File: src/core/chp_pkg.sv
// Constants for the stored-program channel processor
`default_nettype none
package chp_pkg;
    localparam int          CLK_MHZ    = 200;
    localparam int          FIFO_DEPTH = 8;
    localparam int          DW         = 18;
    localparam int          AW         = 15;
    // Command word fields
    localparam int          CMD_Q      = 17;
    localparam int          CMD_H      = 16;
    localparam int          CMD_N_LO   = 9;
    localparam int          CMD_A_LO   = 5;
    localparam logic [17:0] EXIT_CODE  = 18'h3FFFF;
    localparam logic [4:0]  N_CTRL     = 5'h17;
    // Function codes
    localparam logic [4:0]  F_READ     = 5'h01;
    localparam logic [4:0]  F_INC_A    = 5'h04;
    localparam logic [4:0]  F_INC_B    = 5'h06;
    localparam logic [4:0]  F_RD_LAST  = 5'h07;
    localparam logic [4:0]  F_CLR      = 5'h0A;
    localparam logic [4:0]  F_CLR_EN   = 5'h0B;
    localparam logic [4:0]  F_JUMP     = 5'h0C;
    localparam logic [4:0]  F_WR_FIRST = 5'h10;
    localparam logic [4:0]  F_WR_LAST  = 5'h13;
    localparam logic [4:0]  F_LOAD     = 5'h11;
    localparam logic [4:0]  F_STOP     = 5'h19;
    // Control module subaddresses
    localparam logic [3:0]  A_CA0      = 4'h0;
    localparam logic [3:0]  A_WC0      = 4'h2;
    localparam logic [3:0]  A_STAT     = 4'h4;
    // Word-count/enable layout, vector index = 17 - printed bit
    localparam int          WCE_R18    = 16;
    localparam int          WCE_EN0    = 15;
    localparam int          WC_OVF     = 11;
    localparam logic [5:0]  EN_CLEARED = 6'h00;
    // Status word layout
    localparam int          ST_TAG     = 17;
    localparam int          ST_SKIP    = 2;
    // Event table base (octal 24)
    localparam logic [14:0] EVT_BASE   = 15'h0014;
endpackage : chp_pkg
`default_nettype wire

File: src/core/chp_channel_processor.sv
// Channel processor: event monitor, program sequencer, subchannels, write FIFO
`default_nettype none

module chp_fifo #(
    parameter int WIDTH = 33,
    parameter int DEPTH = 8
) (
    // Clock and reset
    input  wire logic             core_clk,
    input  wire logic             resetn,
    // Fill side
    input  wire logic             in_valid,
    output logic                  in_ready,
    input  wire logic [WIDTH-1:0] in_data,
    // Drain side
    output logic                  out_valid,
    input  wire logic             out_ready,
    output logic [WIDTH-1:0]      out_data
);
    localparam int PW = $clog2(DEPTH);
    logic [WIDTH-1:0] mem_r [DEPTH];
    logic [PW:0]      wp_r;
    logic [PW:0]      rp_r;
    wire              push = in_valid & in_ready;
    wire              pop  = out_valid & out_ready;

    assign in_ready  = (wp_r - rp_r) != (PW+1)'(DEPTH);
    assign out_valid = wp_r != rp_r;
    assign out_data  = mem_r[rp_r[PW-1:0]];

    always_ff @(posedge core_clk)
    begin
        if (push)
        begin
            mem_r[wp_r[PW-1:0]] <= in_data;
        end
        if (!resetn)
        begin
            wp_r <= '0;
            rp_r <= '0;
        end
        else
        begin
            wp_r <= wp_r + (PW+1)'(push);
            rp_r <= rp_r + (PW+1)'(pop);
        end
    end
endmodule // chp_fifo

// Summary of operation
// Four event inputs start channel programs
// Run commands in order, stop on exit
// Q mismatch skips the following command
// Skip sets status bit until next event
// Plain read stores 17 bits, 18 optional
// High read stores seven high, then low
// Write sends 18 bits, or six plus 18
// F4/F6 increment memory at module data
// F12 jumps within current page
// Two subchannels, each event owned by one
// Current address holds next buffer cell
// Enable bits 2-5 enable events 0-3
// Each transfer bumps count and address
// Count overflow ends record after event
// Software loads negated buffer size
// Stop commands act like count overflow
// Subchannel runs until end of record
// Status read stores tagged event descriptor
// Event start loads pointer into counter
// Table word with top bit is command
// Disabled event still latches, runs later
// Software loads address before enabling
// Event 0 highest priority, one at a time
// Event table at octal 24 to 27
// Increment is uninterrupted read-modify-write
module chp_channel_processor (
    // Clock and reset
    input  wire logic        core_clk,
    input  wire logic        resetn,
    // Event inputs from the crate
    input  wire logic [3:0]  event_pin,
    output logic [3:0]       event_active,
    output logic             busy,
    output logic [1:0]       end_of_record,
    // Host memory data channel
    output logic             mem_req,
    output logic             mem_we,
    output logic [14:0]      mem_addr,
    output logic [17:0]      mem_wdata,
    input  wire logic        mem_ack,
    input  wire logic [17:0] mem_rdata,
    // Dataway
    output logic             dw_req,
    output logic [17:0]      dw_cmd,
    output logic [23:0]      dw_wdata,
    input  wire logic        dw_done,
    input  wire logic [23:0] dw_rdata,
    input  wire logic        dw_q,
    // Control module access from the CPU side
    input  wire logic        ctl_req,
    input  wire logic [4:0]  ctl_func,
    input  wire logic [3:0]  ctl_sub,
    input  wire logic [17:0] ctl_wdata,
    output logic             ctl_ack,
    output logic [17:0]      ctl_rdata
);
    typedef enum logic [3:0] {
        ST_IDLE, ST_TABLE, ST_FETCH, ST_EXEC, ST_MRD_HI, ST_MRD_LO, ST_DWAY,
        ST_PUSH_HI, ST_PUSH_LO, ST_INC_RD, ST_INC_WR, ST_CTRL, ST_END
    } chp_state_t;

    chp_state_t   state_r;
    logic [14:0]  pc_r;
    logic [17:0]  cmd_r;
    logic         direct_r;
    logic         skip_r;
    logic [1:0]   ev_num_r;
    logic         act_sub_r;
    logic [23:0]  data_r;
    logic         keep_msb_r;
    logic [17:0]  incval_r;
    logic [14:0]  ca_r  [2];
    logic [17:0]  wce_r [2];
    logic [1:0]   eor_pend_r;
    logic [3:0]   latch_r;
    logic [3:0]   sync1_r;
    logic [3:0]   sync2_r;
    logic [3:0]   sync3_r;
    logic         own_fsm_r;

    // Event monitor
    wire  [3:0]  ev_rise = sync2_r & ~sync3_r;
    // Event e enable sits at index WCE_EN0 - e, so the field is read bit-reversed
    wire  [3:0]  ev_en0;
    wire  [3:0]  ev_en1;
    wire  [3:0]  ev_gate = (state_r == ST_IDLE) ? latch_r & (ev_en0 | ev_en1) : 4'h0;
    wire         ev_any  = |ev_gate;
    wire  [1:0]  ev_pick = ev_gate[0] ? 2'd0 : ev_gate[1] ? 2'd1 :
                           ev_gate[2] ? 2'd2 : 2'd3;
    wire         ev_sub  = ~ev_en0[ev_pick];

    // Command decode
    wire  [4:0]  c_f     = cmd_r[4:0];
    wire  [3:0]  c_a     = cmd_r[chp_pkg::CMD_A_LO +: 4];
    wire         c_ctrl  = cmd_r[chp_pkg::CMD_N_LO +: 5] == chp_pkg::N_CTRL;
    wire         c_write = (c_f >= chp_pkg::F_WR_FIRST) && (c_f <= chp_pkg::F_WR_LAST);
    wire         c_read  = c_f <= chp_pkg::F_RD_LAST;
    wire         c_inc   = (c_f == chp_pkg::F_INC_A) || (c_f == chp_pkg::F_INC_B);
    wire         c_exit  = cmd_r == chp_pkg::EXIT_CODE;
    wire         q_miss  = dw_done && (dw_q != cmd_r[chp_pkg::CMD_Q]);
    wire  [14:0] pc_inc  = {pc_r[14:12], pc_r[11:0] + 12'h001};
    // PC already points past this command, so one more step drops the next one
    wire  [14:0] pc_skip = {pc_r[14:12], pc_r[11:0] + 12'h001};
    chp_state_t  st_next;
    assign st_next = direct_r ? ST_END : ST_FETCH;

    // Memory port: FSM reads wait for an empty FIFO so buffer order holds
    wire         fifo_in_ready;
    wire         fifo_out_valid;
    wire  [32:0] fifo_out_data;
    wire  [32:0] fifo_in_data;
    wire         fsm_rd  = (state_r == ST_TABLE) || (state_r == ST_FETCH) ||
                           (state_r == ST_MRD_HI) || (state_r == ST_MRD_LO) ||
                           (state_r == ST_INC_RD);
    wire         fsm_wr  = state_r == ST_INC_WR;
    wire         fifo_empty = ~fifo_out_valid;
    wire         load_fsm = ~mem_req && (fsm_rd || fsm_wr) && fifo_empty;
    // Buffer writes drain even while the FSM waits to read, else both would stall
    wire         load_fifo = ~mem_req && ~load_fsm && fifo_out_valid;
    wire         fsm_ack = mem_ack && own_fsm_r;
    wire  [14:0] fsm_addr = (state_r == ST_TABLE) ? chp_pkg::EVT_BASE + 15'(ev_num_r) :
                            (state_r == ST_FETCH) ? pc_r :
                            (state_r == ST_INC_RD || state_r == ST_INC_WR) ?
                            data_r[14:0] : ca_r[act_sub_r];

    // Buffer transfers
    wire         push_go = ((state_r == ST_PUSH_HI) || (state_r == ST_PUSH_LO)) &&
                           fifo_in_ready;
    wire         xfer    = push_go || (fsm_ack &&
                           ((state_r == ST_MRD_HI) || (state_r == ST_MRD_LO)));
    wire  [17:0] lo_word = keep_msb_r ? data_r[17:0] : {1'b0, data_r[16:0]};
    wire  [17:0] push_wd = (state_r == ST_PUSH_HI) ? {11'h000, data_r[23:17]} :
                           lo_word;
    assign fifo_in_data = {ca_r[act_sub_r], push_wd};

    // Control module access, program side has precedence
    wire         fsm_ctl = state_r == ST_CTRL;
    wire         host_go = ctl_req && !fsm_ctl;
    wire         ctl_go  = fsm_ctl || host_go;
    wire  [4:0]  k_f     = fsm_ctl ? c_f : ctl_func;
    wire  [3:0]  k_a     = fsm_ctl ? c_a : ctl_sub;
    wire  [17:0] k_wd    = fsm_ctl ? 18'h00000 : ctl_wdata;
    wire  [17:0] stat_w  = {1'b1, 14'h0000, skip_r, ev_num_r};
    wire  [17:0] k_rd    = (k_a == chp_pkg::A_STAT) ? stat_w :
                           (k_a == chp_pkg::A_WC0 || k_a == chp_pkg::A_WC0 + 4'h1) ?
                           {6'h00, wce_r[k_a[0]][11:0]} : 18'h00000;
    wire         clr_latch = ctl_go && k_f == chp_pkg::F_CLR && k_a == chp_pkg::A_CA0;
    wire         end_now = state_r == ST_END;

    // Per-subchannel registers
    for (genvar s = 0; s < 2; s++)
    begin : g_sub
        wire        sel_ca  = ctl_go && k_f == chp_pkg::F_LOAD && k_a == chp_pkg::A_CA0 + 4'(s);
        wire        sel_wc  = ctl_go && k_f == chp_pkg::F_LOAD && k_a == chp_pkg::A_WC0 + 4'(s);
        wire        clr_en  = ctl_go && k_f == chp_pkg::F_CLR_EN && k_a == chp_pkg::A_WC0 + 4'(s);
        wire        stop    = ctl_go && k_f == chp_pkg::F_STOP && k_a == chp_pkg::A_CA0 + 4'(s);
        wire        clr_eor = ctl_go && k_f == chp_pkg::F_CLR && k_a == chp_pkg::A_WC0 + 4'(s);
        wire        mine    = xfer && act_sub_r == 1'(s);
        wire [11:0] wc_inc  = wce_r[s][11:0] + 12'h001;
        wire        ovf     = mine && !wce_r[s][chp_pkg::WC_OVF] && wc_inc[chp_pkg::WC_OVF];
        wire        finish  = end_now && eor_pend_r[s];
        always_ff @(posedge core_clk)
        begin
            if (!resetn)
            begin
                ca_r[s]          <= 15'h0000;
                wce_r[s]         <= 18'h00000;
                eor_pend_r[s]    <= 1'b0;
                end_of_record[s] <= 1'b0;
            end
            else
            begin
                if (sel_ca)
                    ca_r[s] <= k_wd[14:0];
                else if (mine)
                    ca_r[s] <= {ca_r[s][14:12], ca_r[s][11:0] + 12'h001};
                if (sel_wc)
                    wce_r[s] <= {1'b0, k_wd[16:0]};
                else
                begin
                    if (mine)
                        wce_r[s][11:0] <= wc_inc;
                    if (clr_en || stop || finish)
                        wce_r[s][17:12] <= chp_pkg::EN_CLEARED;
                end
                if (finish)
                    eor_pend_r[s] <= 1'b0;
                else if (ovf)
                    eor_pend_r[s] <= 1'b1;
                if (stop || finish)
                    end_of_record[s] <= 1'b1;
                else if (clr_eor)
                    end_of_record[s] <= 1'b0;
            end
        end
    end

    // Event latches, a new request wins over any clear
    for (genvar e = 0; e < 4; e++)
    begin : g_evt
        wire start_e = ev_any && ev_pick == 2'(e);
        assign ev_en0[e] = wce_r[0][chp_pkg::WCE_EN0 - e];
        assign ev_en1[e] = wce_r[1][chp_pkg::WCE_EN0 - e];
        always_ff @(posedge core_clk)
        begin
            if (!resetn)
                latch_r[e] <= 1'b0;
            else if (ev_rise[e])
                latch_r[e] <= 1'b1;
            else if (start_e || clr_latch)
                latch_r[e] <= 1'b0;
        end
    end

    always_ff @(posedge core_clk)
    begin
        if (!resetn)
        begin
            sync1_r <= 4'h0;
            sync2_r <= 4'h0;
            sync3_r <= 4'h0;
        end
        else
        begin
            sync1_r <= event_pin;
            sync2_r <= sync1_r;
            sync3_r <= sync2_r;
        end
    end

    // Memory port registers
    always_ff @(posedge core_clk)
    begin
        if (!resetn)
        begin
            mem_req   <= 1'b0;
            mem_we    <= 1'b0;
            mem_addr  <= 15'h0000;
            mem_wdata <= 18'h00000;
            own_fsm_r <= 1'b0;
        end
        else if (mem_req)
        begin
            mem_req <= !mem_ack;
        end
        else if (load_fsm)
        begin
            mem_req   <= 1'b1;
            mem_we    <= fsm_wr;
            mem_addr  <= fsm_addr;
            mem_wdata <= incval_r + 18'h00001;
            own_fsm_r <= 1'b1;
        end
        else if (load_fifo)
        begin
            mem_req   <= 1'b1;
            mem_we    <= 1'b1;
            mem_addr  <= fifo_out_data[32:18];
            mem_wdata <= fifo_out_data[17:0];
            own_fsm_r <= 1'b0;
        end
    end

    chp_fifo #(
        .WIDTH (33),
        .DEPTH (chp_pkg::FIFO_DEPTH)
    ) u_fifo (
        .core_clk  (core_clk),
        .resetn    (resetn),
        .in_valid  (push_go),
        .in_ready  (fifo_in_ready),
        .in_data   (fifo_in_data),
        .out_valid (fifo_out_valid),
        .out_ready (load_fifo),
        .out_data  (fifo_out_data)
    );

    // Sequencer
    always_ff @(posedge core_clk)
    begin
        if (!resetn)
        begin
            state_r    <= ST_IDLE;
            pc_r       <= 15'h0000;
            cmd_r      <= 18'h00000;
            direct_r   <= 1'b0;
            skip_r     <= 1'b0;
            ev_num_r   <= 2'd0;
            act_sub_r  <= 1'b0;
            data_r     <= 24'h000000;
            keep_msb_r <= 1'b0;
            incval_r   <= 18'h00000;
            dw_req     <= 1'b0;
            dw_cmd     <= 18'h00000;
            dw_wdata   <= 24'h000000;
            ctl_ack    <= 1'b0;
            ctl_rdata  <= 18'h00000;
        end
        else
        begin
            ctl_ack <= host_go;
            if (host_go)
                ctl_rdata <= k_rd;
            case (state_r)
                ST_IDLE:
                    if (ev_any)
                    begin
                        ev_num_r  <= ev_pick;
                        act_sub_r <= ev_sub;
                        skip_r    <= 1'b0;
                        state_r   <= ST_TABLE;
                    end
                ST_TABLE:
                    if (fsm_ack)
                    begin
                        cmd_r    <= mem_rdata;
                        pc_r     <= mem_rdata[14:0];
                        direct_r <= mem_rdata[17];
                        state_r  <= mem_rdata[17] ? ST_EXEC : ST_FETCH;
                    end
                ST_FETCH:
                    if (fsm_ack)
                    begin
                        cmd_r   <= mem_rdata;
                        pc_r    <= pc_inc;
                        state_r <= ST_EXEC;
                    end
                ST_EXEC:
                begin
                    keep_msb_r <= wce_r[act_sub_r][chp_pkg::WCE_R18];
                    if (c_exit)
                        state_r <= ST_END;
                    else if (c_f == chp_pkg::F_JUMP)
                    begin
                        pc_r[11:0] <= cmd_r[11:0];
                        state_r    <= st_next;
                    end
                    else if (c_ctrl)
                        state_r <= ST_CTRL;
                    else if (c_write)
                        state_r <= cmd_r[chp_pkg::CMD_H] ? ST_MRD_HI : ST_MRD_LO;
                    else
                    begin
                        dw_cmd  <= cmd_r;
                        dw_req  <= 1'b1;
                        state_r <= ST_DWAY;
                    end
                end
                ST_MRD_HI:
                    if (fsm_ack)
                    begin
                        dw_wdata[23:18] <= mem_rdata[5:0];
                        state_r         <= ST_MRD_LO;
                    end
                ST_MRD_LO:
                    if (fsm_ack)
                    begin
                        if (!cmd_r[chp_pkg::CMD_H])
                            dw_wdata[23:18] <= 6'h00;
                        dw_wdata[17:0] <= mem_rdata;
                        dw_cmd         <= cmd_r;
                        dw_req         <= 1'b1;
                        state_r        <= ST_DWAY;
                    end
                ST_DWAY:
                    if (dw_done)
                    begin
                        dw_req <= 1'b0;
                        data_r <= dw_rdata;
                        if (q_miss)
                        begin
                            skip_r <= 1'b1;
                            pc_r   <= pc_skip;
                        end
                        if (c_inc)
                            state_r <= ST_INC_RD;
                        else if (c_read)
                            state_r <= cmd_r[chp_pkg::CMD_H] ? ST_PUSH_HI : ST_PUSH_LO;
                        else
                            state_r <= st_next;
                    end
                ST_PUSH_HI:
                    if (fifo_in_ready)
                        state_r <= ST_PUSH_LO;
                ST_PUSH_LO:
                    if (fifo_in_ready)
                        state_r <= st_next;
                ST_INC_RD:
                    if (fsm_ack)
                    begin
                        incval_r <= mem_rdata;
                        state_r  <= ST_INC_WR;
                    end
                ST_INC_WR:
                    if (fsm_ack)
                        state_r <= st_next;
                ST_CTRL:
                begin
                    data_r     <= {6'h00, k_rd};
                    keep_msb_r <= 1'b1;
                    state_r    <= (c_f == chp_pkg::F_READ) ? ST_PUSH_LO : st_next;
                end
                ST_END:
                    state_r <= ST_IDLE;
                default:
                    state_r <= ST_IDLE;
            endcase
        end
    end

    assign busy = state_r != ST_IDLE;
    for (genvar e = 0; e < 4; e++)
    begin : g_light
        assign event_active[e] = busy && ev_num_r == 2'(e);
    end
endmodule // chp_channel_processor
`default_nettype wire

File: config.mk
export PLATFORM = sky130hd
export DESIGN_NAME = chp_channel_processor
export DESIGN_NICKNAME = d
export VERILOG_FILES = /design/src/core/chp_pkg.sv /design/src/core/chp_channel_processor.sv
export SDC_FILE = /design/constraint.sdc
export NUM_CORES = 1
export LEC_CHECK = 0
export BUFFER_PORTS_ARGS = -buffer_cell sky130_fd_sc_hd__buf_2
export CAP_MARGIN = 20
export CORE_MARGIN = 3
export CORE_UTILIZATION = 60
export DETAILED_ROUTE_END_ITERATION = 12
export GPL_ROUTABILITY_DRIVEN = 0
export PLACE_DENSITY = 0.78
export SYNTH_ARGS = -nofsm -noshare
export SYNTH_HDL_FRONTEND = slang
export SYNTH_SLANG_ARGS = --single-unit
File: constraint.sdc
create_clock -name core_clk -period 6.1 [get_ports core_clk]
set_input_delay 0.305 -clock core_clk [delete_from_list [all_inputs] [get_ports core_clk]]
set_output_delay 0.305 -clock core_clk [all_outputs]
set_load 0.005 [all_outputs]
Word level (Yosys, flattened, before mapping). Memory sizes are Yosys's and may differ from the RTL's. A register that Yosys moved wholly into a read port is not among the register bits. Index checks and enable logic that the tools add are counted.

Add/sub/neg operators: 10. $lt $le $gt $ge: 4. Equality and inequality tests: 52. Mux-type cells: 145. Bitwise operators: 24. Reduce and logical (&&, ||, !) cells: 104.

Operator list (number): 2-to-1 mux 18 bit (10); 2-to-1 mux 15 bit (10); 2-to-1 mux 12 bit (8); 2-to-1 mux 4 bit (20); 2-to-1 mux 1 bit (73); adder 12 x 1 -> 12 bit (second input constant) (5); 2-to-1 mux 17 bit (3); 2-to-1 mux 24 bit (2); one-hot mux 12 bit (4 select lines) (1); one-hot mux 24 bit (2 select lines) (1); one-hot mux 4 bit (12 select lines) (1); logical AND 1 bit (41); one-hot mux 18 bit (2 select lines) (1); inequality test 2 bit (second input constant) (16); nonzero test 2 bit (12); logical OR 1 bit (22); == test 4 x 3 -> 1 bit (second input constant) (5); == test 4 bit (second input constant) (5); adder 18 x 1 -> 18 bit (second input constant) (1); == test 18 bit (second input constant) (1); == test 4 x 2 -> 1 bit (second input constant) (4); == test 5 x 4 -> 1 bit (second input constant) (3); == test 5 bit (second input constant) (3); 2-to-1 mux 5 bit (3); other kinds (42) (88).

Register bits: 211. Memory bits (writable): 328. Output and inout port bits: 104. Word-level logic and storage cells: 377. Memories kept: 3.

Memories: u_fifo.mem_r (words 8, width 33, rd ports 1, clocked after memory_dff 1, write ports 1, RTL line chp_channel_processor.sv:21) `logic [WIDTH-1:0] mem_r [DEPTH];`; wce_r (words 2, width 17, rd ports 4, clocked after memory_dff 1, write ports 2, RTL line chp_channel_processor.sv:123) `logic [17:0] wce_r [2];`; ca_r (words 2, width 15, rd ports 3, clocked after memory_dff 1, write ports 2, RTL line chp_channel_processor.sv:122) `logic [14:0] ca_r [2];`.

Logic depth before layout (Yosys ltp).
Word-level depth: 14. Gate-level depth with buffers: 12.

Cells and area by module. Synthesis repeated with hierarchy kept, for this count alone.

Cells, all modules: 2040. Area total of the unflattened synthesis: 23642.7 µm².

By module, submodules not included: chp_channel_processor (instances 1, cells an instance 1529, area each 13155.1 µm², seq. area each 5905.7 µm²); chp_fifo (instances 1, cells an instance 511, area each 10487.6 µm², seq. area each 8087.8 µm²).

Worst setup path after synthesis. No wires, ideal clock.

Kind: reg-to-reg. Start: register u_fifo.rp_r[1]. End: memory u_fifo.mem_r[1][0], enable pin. Arrival: 4.273 ns. Required time: 5.636 ns. Setup slack: 1.362 ns. Stages on the path, launching flop included: 10. Buffers on the path: 2. Clock period less this slack: 4.738 ns. Cells stage by stage: dfxtp_1 > clkbuf_1 > clkbuf_1 > inv_1 > ha_1 > nand3b_1 > a21oi_1 > o41a_2 > nand2_1 > nor3_1.

Word-level cells in the longest chain between the ends: 6.

RTL lines: start: declaration (RTL line chp_channel_processor.sv:23) `logic [PW:0] rp_r;`; start signal: assignment (RTL line chp_channel_processor.sv:45) `rp_r <= rp_r + (PW+1)'(pop);`; subtractor 4 bit * (RTL line chp_channel_processor.sv:27) `assign in_ready = (wp_r - rp_r) != (PW+1)'(DEPTH);`; inequality test 4 bit * (RTL line chp_channel_processor.sv:27); logical AND 1 bit (RTL line chp_channel_processor.sv:177) `wire push_go = ((state_r == ST_PUSH_HI) || (state_r == ST_PUSH_LO)) &&`; AND 1 bit * (RTL line chp_channel_processor.sv:24) `wire push = in_valid & in_ready;`; 2-to-1 mux 1 bit * (RTL line chp_channel_processor.sv:33) `if (push)`; 2-to-1 mux 1 bit (not written as such) * (RTL line chp_channel_processor.sv:35) `mem_r[wp_r[PW-1:0]] <= in_data;`; end: declaration (RTL line chp_channel_processor.sv:21).

Mark *: on every way between the ends. The rest lies on a longest branch, timed or not.

Worst setup path after layout.
Start: register u_fifo.rp_r[2]. End: memory u_fifo.mem_r[2][24], enable pin.

Same word-level chain as after synthesis.

==> flow_results.xml <==
<?xml version="1.0" encoding="UTF-8"?>
<metrics>
  <group name="status">
    <metric name="status" unit="">complete, no violations</metric>
  </group>
  <group name="grt">
    <metric name="grt_start_max_net_pins" unit="">81</metric>
    <metric name="grt_first_pass_wirelength" unit="um">97600</metric>
    <metric name="overflow" unit="">0</metric>
    <metric name="antenna_violations_before_repair" unit="">4</metric>
    <metric name="global_route.usage.total" unit="%">30.7</metric>
    <metric name="grt_pass1_vias" unit="">16507</metric>
  </group>
  <group name="finish">
    <metric name="num_antenna_cells" unit="">0</metric>
    <metric name="fillCellCount" unit="">2625</metric>
    <metric name="flow.area_growth_from_synthesis" unit="%">14.0</metric>
    <metric name="final_cell_count_no_fill" unit="">2660</metric>
    <metric name="layout.nets" unit="">2196</metric>
    <metric name="drive_above_1_share" unit="%">20.0</metric>
  </group>
  <group name="worst_setup_path">
    <metric name="timing.reg2reg.worst_path_depth" unit="">8</metric>
    <metric name="crit_path_max_fanout" unit="">23</metric>
    <metric name="reg2reg_from" unit="">u_fifo.rp_r[2]</metric>
    <metric name="crit_type" unit="">reg2reg</metric>
    <metric name="rr_endpoint" unit="">u_fifo.mem_r[2][24]</metric>
    <metric name="worst_setup_path_start_kind" unit="">register</metric>
    <metric name="slowest_delay" unit="ns">0.91</metric>
    <metric name="path_buf_inv" unit="">2</metric>
    <metric name="cp.arrival" unit="ns">4.29</metric>
    <metric name="kind_of_cell_adding_the_most_delay_to_the_critical_path" unit="">simple AND/OR/NAND/NOR gates</metric>
    <metric name="crit_end" unit="">u_fifo.mem_r[2][24]</metric>
    <metric name="worstSetupStartpoint" unit="">u_fifo.rp_r[2]</metric>
    <metric name="required" unit="ns">6.34</metric>
    <metric name="crit_cells" unit="">8</metric>
    <metric name="critical_path.slowest_cell" unit="">sky130_fd_sc_hd__dfxtp_1</metric>
    <metric name="critical_path.cell_chain" unit="">clkinv_1, ha_1, a21oi_1, and3_1, o41a_2, nand2_1, nor2_2, buf_4</metric>
    <metric name="worst_setup_path_end_kind" unit="">register</metric>
    <metric name="regToRegSetupSlack" unit="ns">2.05</metric>
  </group>
  <group name="die">
    <metric name="die_x" unit="um">203</metric>
    <metric name="start_util" unit="%">61.4</metric>
    <metric name="die_h" unit="um">203</metric>
    <metric name="full_die_area" unit="sq um">41200</metric>
    <metric name="placeable_core_area" unit="sq um">37900</metric>
    <metric name="num_rows" unit="">71</metric>
    <metric name="io-pin-count" unit="">183</metric>
  </group>
  <group name="clock_network">
    <metric name="clock_insertion_delay_worst_skew" unit="ns">0.60</metric>
    <metric name="cts_post_setup_buffers_inserted" unit="">0</metric>
    <metric name="number_of_cts_inserted_buffers" unit="">53</metric>
    <metric name="cts_tree" unit="">done</metric>
    <metric name="tritoncts_num_sinks" unit="">535</metric>
    <metric name="number_of_buffers_between_clock_root_and_the_deepest_sink" unit="">3</metric>
    <metric name="clock_root_buffer" unit="">sky130_fd_sc_hd__clkbuf_16</metric>
    <metric name="clkSlewWorstSetupHoldPaths" unit="ns">0.06</metric>
    <metric name="cts_h_tree_depth" unit="">2</metric>
  </group>
  <group name="route">
    <metric name="num_vias" unit="">17295</metric>
    <metric name="detail_route.wirelength" unit="um">64000</metric>
    <metric name="drc_errors" unit="">0</metric>
    <metric name="detailedRoute.firstIterationViolations" unit="">2404</metric>
    <metric name="detail_route.wl_per_cell" unit="um">24.0</metric>
    <metric name="vias_per_cell" unit="">6.50</metric>
    <metric name="drtPass1Iterations" unit="">8</metric>
    <metric name="drtAntennaViolNets" unit="">0</metric>
  </group>
  <group name="logic_synthesis">
    <metric name="yosys.cell_types.count" unit="">82</metric>
    <metric name="syn_area" unit="sq um">23300</metric>
    <metric name="yosys.area.top_type_share" unit="%">42.3</metric>
    <metric name="synth-seq-area-share" unit="%">60.0</metric>
    <metric name="average_instance_area_after_synthesis" unit="sq um">12.0</metric>
    <metric name="synth.ff_latch_count" unit="">535</metric>
    <metric name="synth_top_cell_by_area" unit="">sky130_fd_sc_hd__edfxtp_1</metric>
    <metric name="synth-edff-count" unit="">328</metric>
    <metric name="synthesis.yosys.warnings" unit="">0</metric>
    <metric name="async_reset_ff_share" unit="%">0</metric>
    <metric name="ranking_of_synthesized_cells_by_area" unit="">sky130_fd_sc_hd__edfxtp_1, sky130_fd_sc_hd__dfxtp_1, sky130_fd_sc_hd__mux4_2</metric>
    <metric name="synthCells" unit="">1937</metric>
    <metric name="synth_common_cells" unit="">sky130_fd_sc_hd__edfxtp_1, sky130_fd_sc_hd__nand2_1, sky130_fd_sc_hd__dfxtp_1, sky130_fd_sc_hd__nor2_1, sky130_fd_sc_hd__a21oi_1</metric>
    <metric name="flip_flop_cell_with_the_highest_count_after_synthesis" unit="">sky130_fd_sc_hd__edfxtp_1</metric>
    <metric name="most_common_cell_in_the_netlist" unit="">sky130_fd_sc_hd__edfxtp_1</metric>
  </group>
  <group name="placement">
    <metric name="numPlacedInstances" unit="">2536</metric>
    <metric name="buffer_ports.inserted" unit="">176</metric>
    <metric name="place.detailed.hpwl" unit="um">41900</metric>
  </group>
  <group name="sta">
    <metric name="timing.final.crit_share" unit="%">66.4</metric>
    <metric name="max_clock_freq" unit="GHz">0.247</metric>
    <metric name="timing_worst_slew_pin_value" unit="ns">0.982</metric>
    <metric name="max-slew-margin-rel" unit="%">34.3</metric>
    <metric name="setup_total_negative_slack" unit="ns">0</metric>
    <metric name="max_slew_vio_count" unit="">0</metric>
    <metric name="final_period_minus_worst_setup_slack" unit="ns">4.05</metric>
    <metric name="setup_repair_after_global_routing_missed_its_margin" unit="">no</metric>
    <metric name="report.final.setup_viol" unit="">0</metric>
    <metric name="fin_skew" unit="ns">0.0218</metric>
    <metric name="report.final.hold_viol_count" unit="">0</metric>
  </group>
  <group name="job">
    <metric name="drv_cap" unit="">0</metric>
  </group>
  <group name="power_and_ir_drop">
    <metric name="power.leakage" unit="nW">9.54</metric>
    <metric name="worst_ir_drop_vdd" unit="uV">292</metric>
    <metric name="power_density" unit="nW/um^2">353</metric>
  </group>
  <group name="hold_path">
    <metric name="hold_path_class" unit="">in2reg</metric>
  </group>
</metrics>
-- cell type report --
cell class	instances	area, sq um	share of cell area [%]
well taps	511	639	2.41
clock buffers	86	1660	6.26
repair buffers	229	1340	5.04
clock inverters	14	126	0.475
flip-flops and latches	535	14000	52.7
multi-input cells	1258	8710	32.8
inverters	27	104	0.391
-- worst reg2reg max path, stage by stage (launching register included) --
cell	delay, ns
sky130_fd_sc_hd__dfxtp_1	0.91
sky130_fd_sc_hd__clkinv_1	0.26
sky130_fd_sc_hd__ha_1	0.41
sky130_fd_sc_hd__a21oi_1	0.19
sky130_fd_sc_hd__and3_1	0.21
sky130_fd_sc_hd__o41a_2	0.26
sky130_fd_sc_hd__nand2_1	0.21
sky130_fd_sc_hd__nor2_2	0.70
sky130_fd_sc_hd__buf_4	0.52
-- worst min path at each step --
stage / depth (start not counted) / slack (ns) / endpoint / startpoint
floorplan: 1 / 0.39 / latch_r[3] / sync3_r[3]
global placement: 1 / 0.40 / latch_r[3] / sync3_r[3]
detailed placement: 1 / 0.41 / latch_r[3] / sync3_r[3]
CTS: 3 / 0.001 / data_r[14] / dw_rdata[14]
global route: 3 / 0.02 / incval_r[2] / mem_rdata[2]
finish: 3 / 0.02 / data_r[14] / dw_rdata[14]
-- what timing repair did --
item,4_1_cts,5_1_grt
hold endpoints to repair,25,0
hold buffers,20,0
resized for setup,0,0
-- sequential cells by signal, summed over array words and instances (netlist names), 13 cells and up, named ones only --
name,cells
pc_r,15
wce_r,34
dw_wdata,24
u_fifo.mem_r,264
data_r,24
cmd_r,18
ctl_rdata,13
incval_r,18
dw_cmd,18
mem_addr,15
ca_r,30
mem_wdata,18
-- cell usage in the layout (no fill, tap or decap), types with 32 or more instances in the layout --
cell,synthesis,layout
sky130_fd_sc_hd__edfxtp_1,328,328
sky130_fd_sc_hd__nand2_1,248,248
sky130_fd_sc_hd__dfxtp_1,207,205
sky130_fd_sc_hd__buf_2,34,176
sky130_fd_sc_hd__nor2_1,150,143
sky130_fd_sc_hd__a21oi_1,116,116
sky130_fd_sc_hd__nand3_1,67,67
sky130_fd_sc_hd__mux4_2,66,66
sky130_fd_sc_hd__o22ai_1,64,64
sky130_fd_sc_hd__mux2i_1,61,61
sky130_fd_sc_hd__o21ai_0,59,58
sky130_fd_sc_hd__clkbuf_16,0,56
sky130_fd_sc_hd__xor2_1,33,33
sky130_fd_sc_hd__xnor2_1,32,32
-- cells by family after synthesis --
family,Yosys count,synth area share (%)
flops,535,60.0
simple gates,631,12.7
fa+ha+maj,13,0.698
mux,151,10.2
buf+inv,148,2.90
xor+xnor,65,2.44
compound gates,393,11.0
other cells,1,0.0161
-- stage by stage --
step | utilization, % | setup slack [ns] | area, sq um | power (mW) | hold WS (ns)
6_report | 70.1 | 2.05 | 26600 | 9.39 | 0.0212
5_1_grt | 70.1 | 1.97 | 26600 | 9.72 | 0.0232
4_1_cts | 70.0 | 2.14 | 26500 | 9.35 | 0.00115
3_5_place_dp | 64.7 | 2.16 | 24500 | 6.06 | 0.406
3_3_place_gp | 64.7 | 2.29 | 24500 | 6.01 | 0.401
2_1_floorplan | - | 1.36 | 23300 | 5.45 | 0.388
-- layer usage --
layer,global-route usage (%),share of wire (%),up-vias
met1,42.3,38,8363
met5,0,0.059,-
li1,-,-,7575
met3,6.24,11,212
met4,13.1,4.5,6
met2,48.1,46,1139
-- power by group --
part	switching, mW	internal, mW
logic	1.14	0.719
clock network	1.37	1.95
registers	0.214	4.00
total	2.72	6.67
Note: power is estimated with default switching activity, not from simulation.
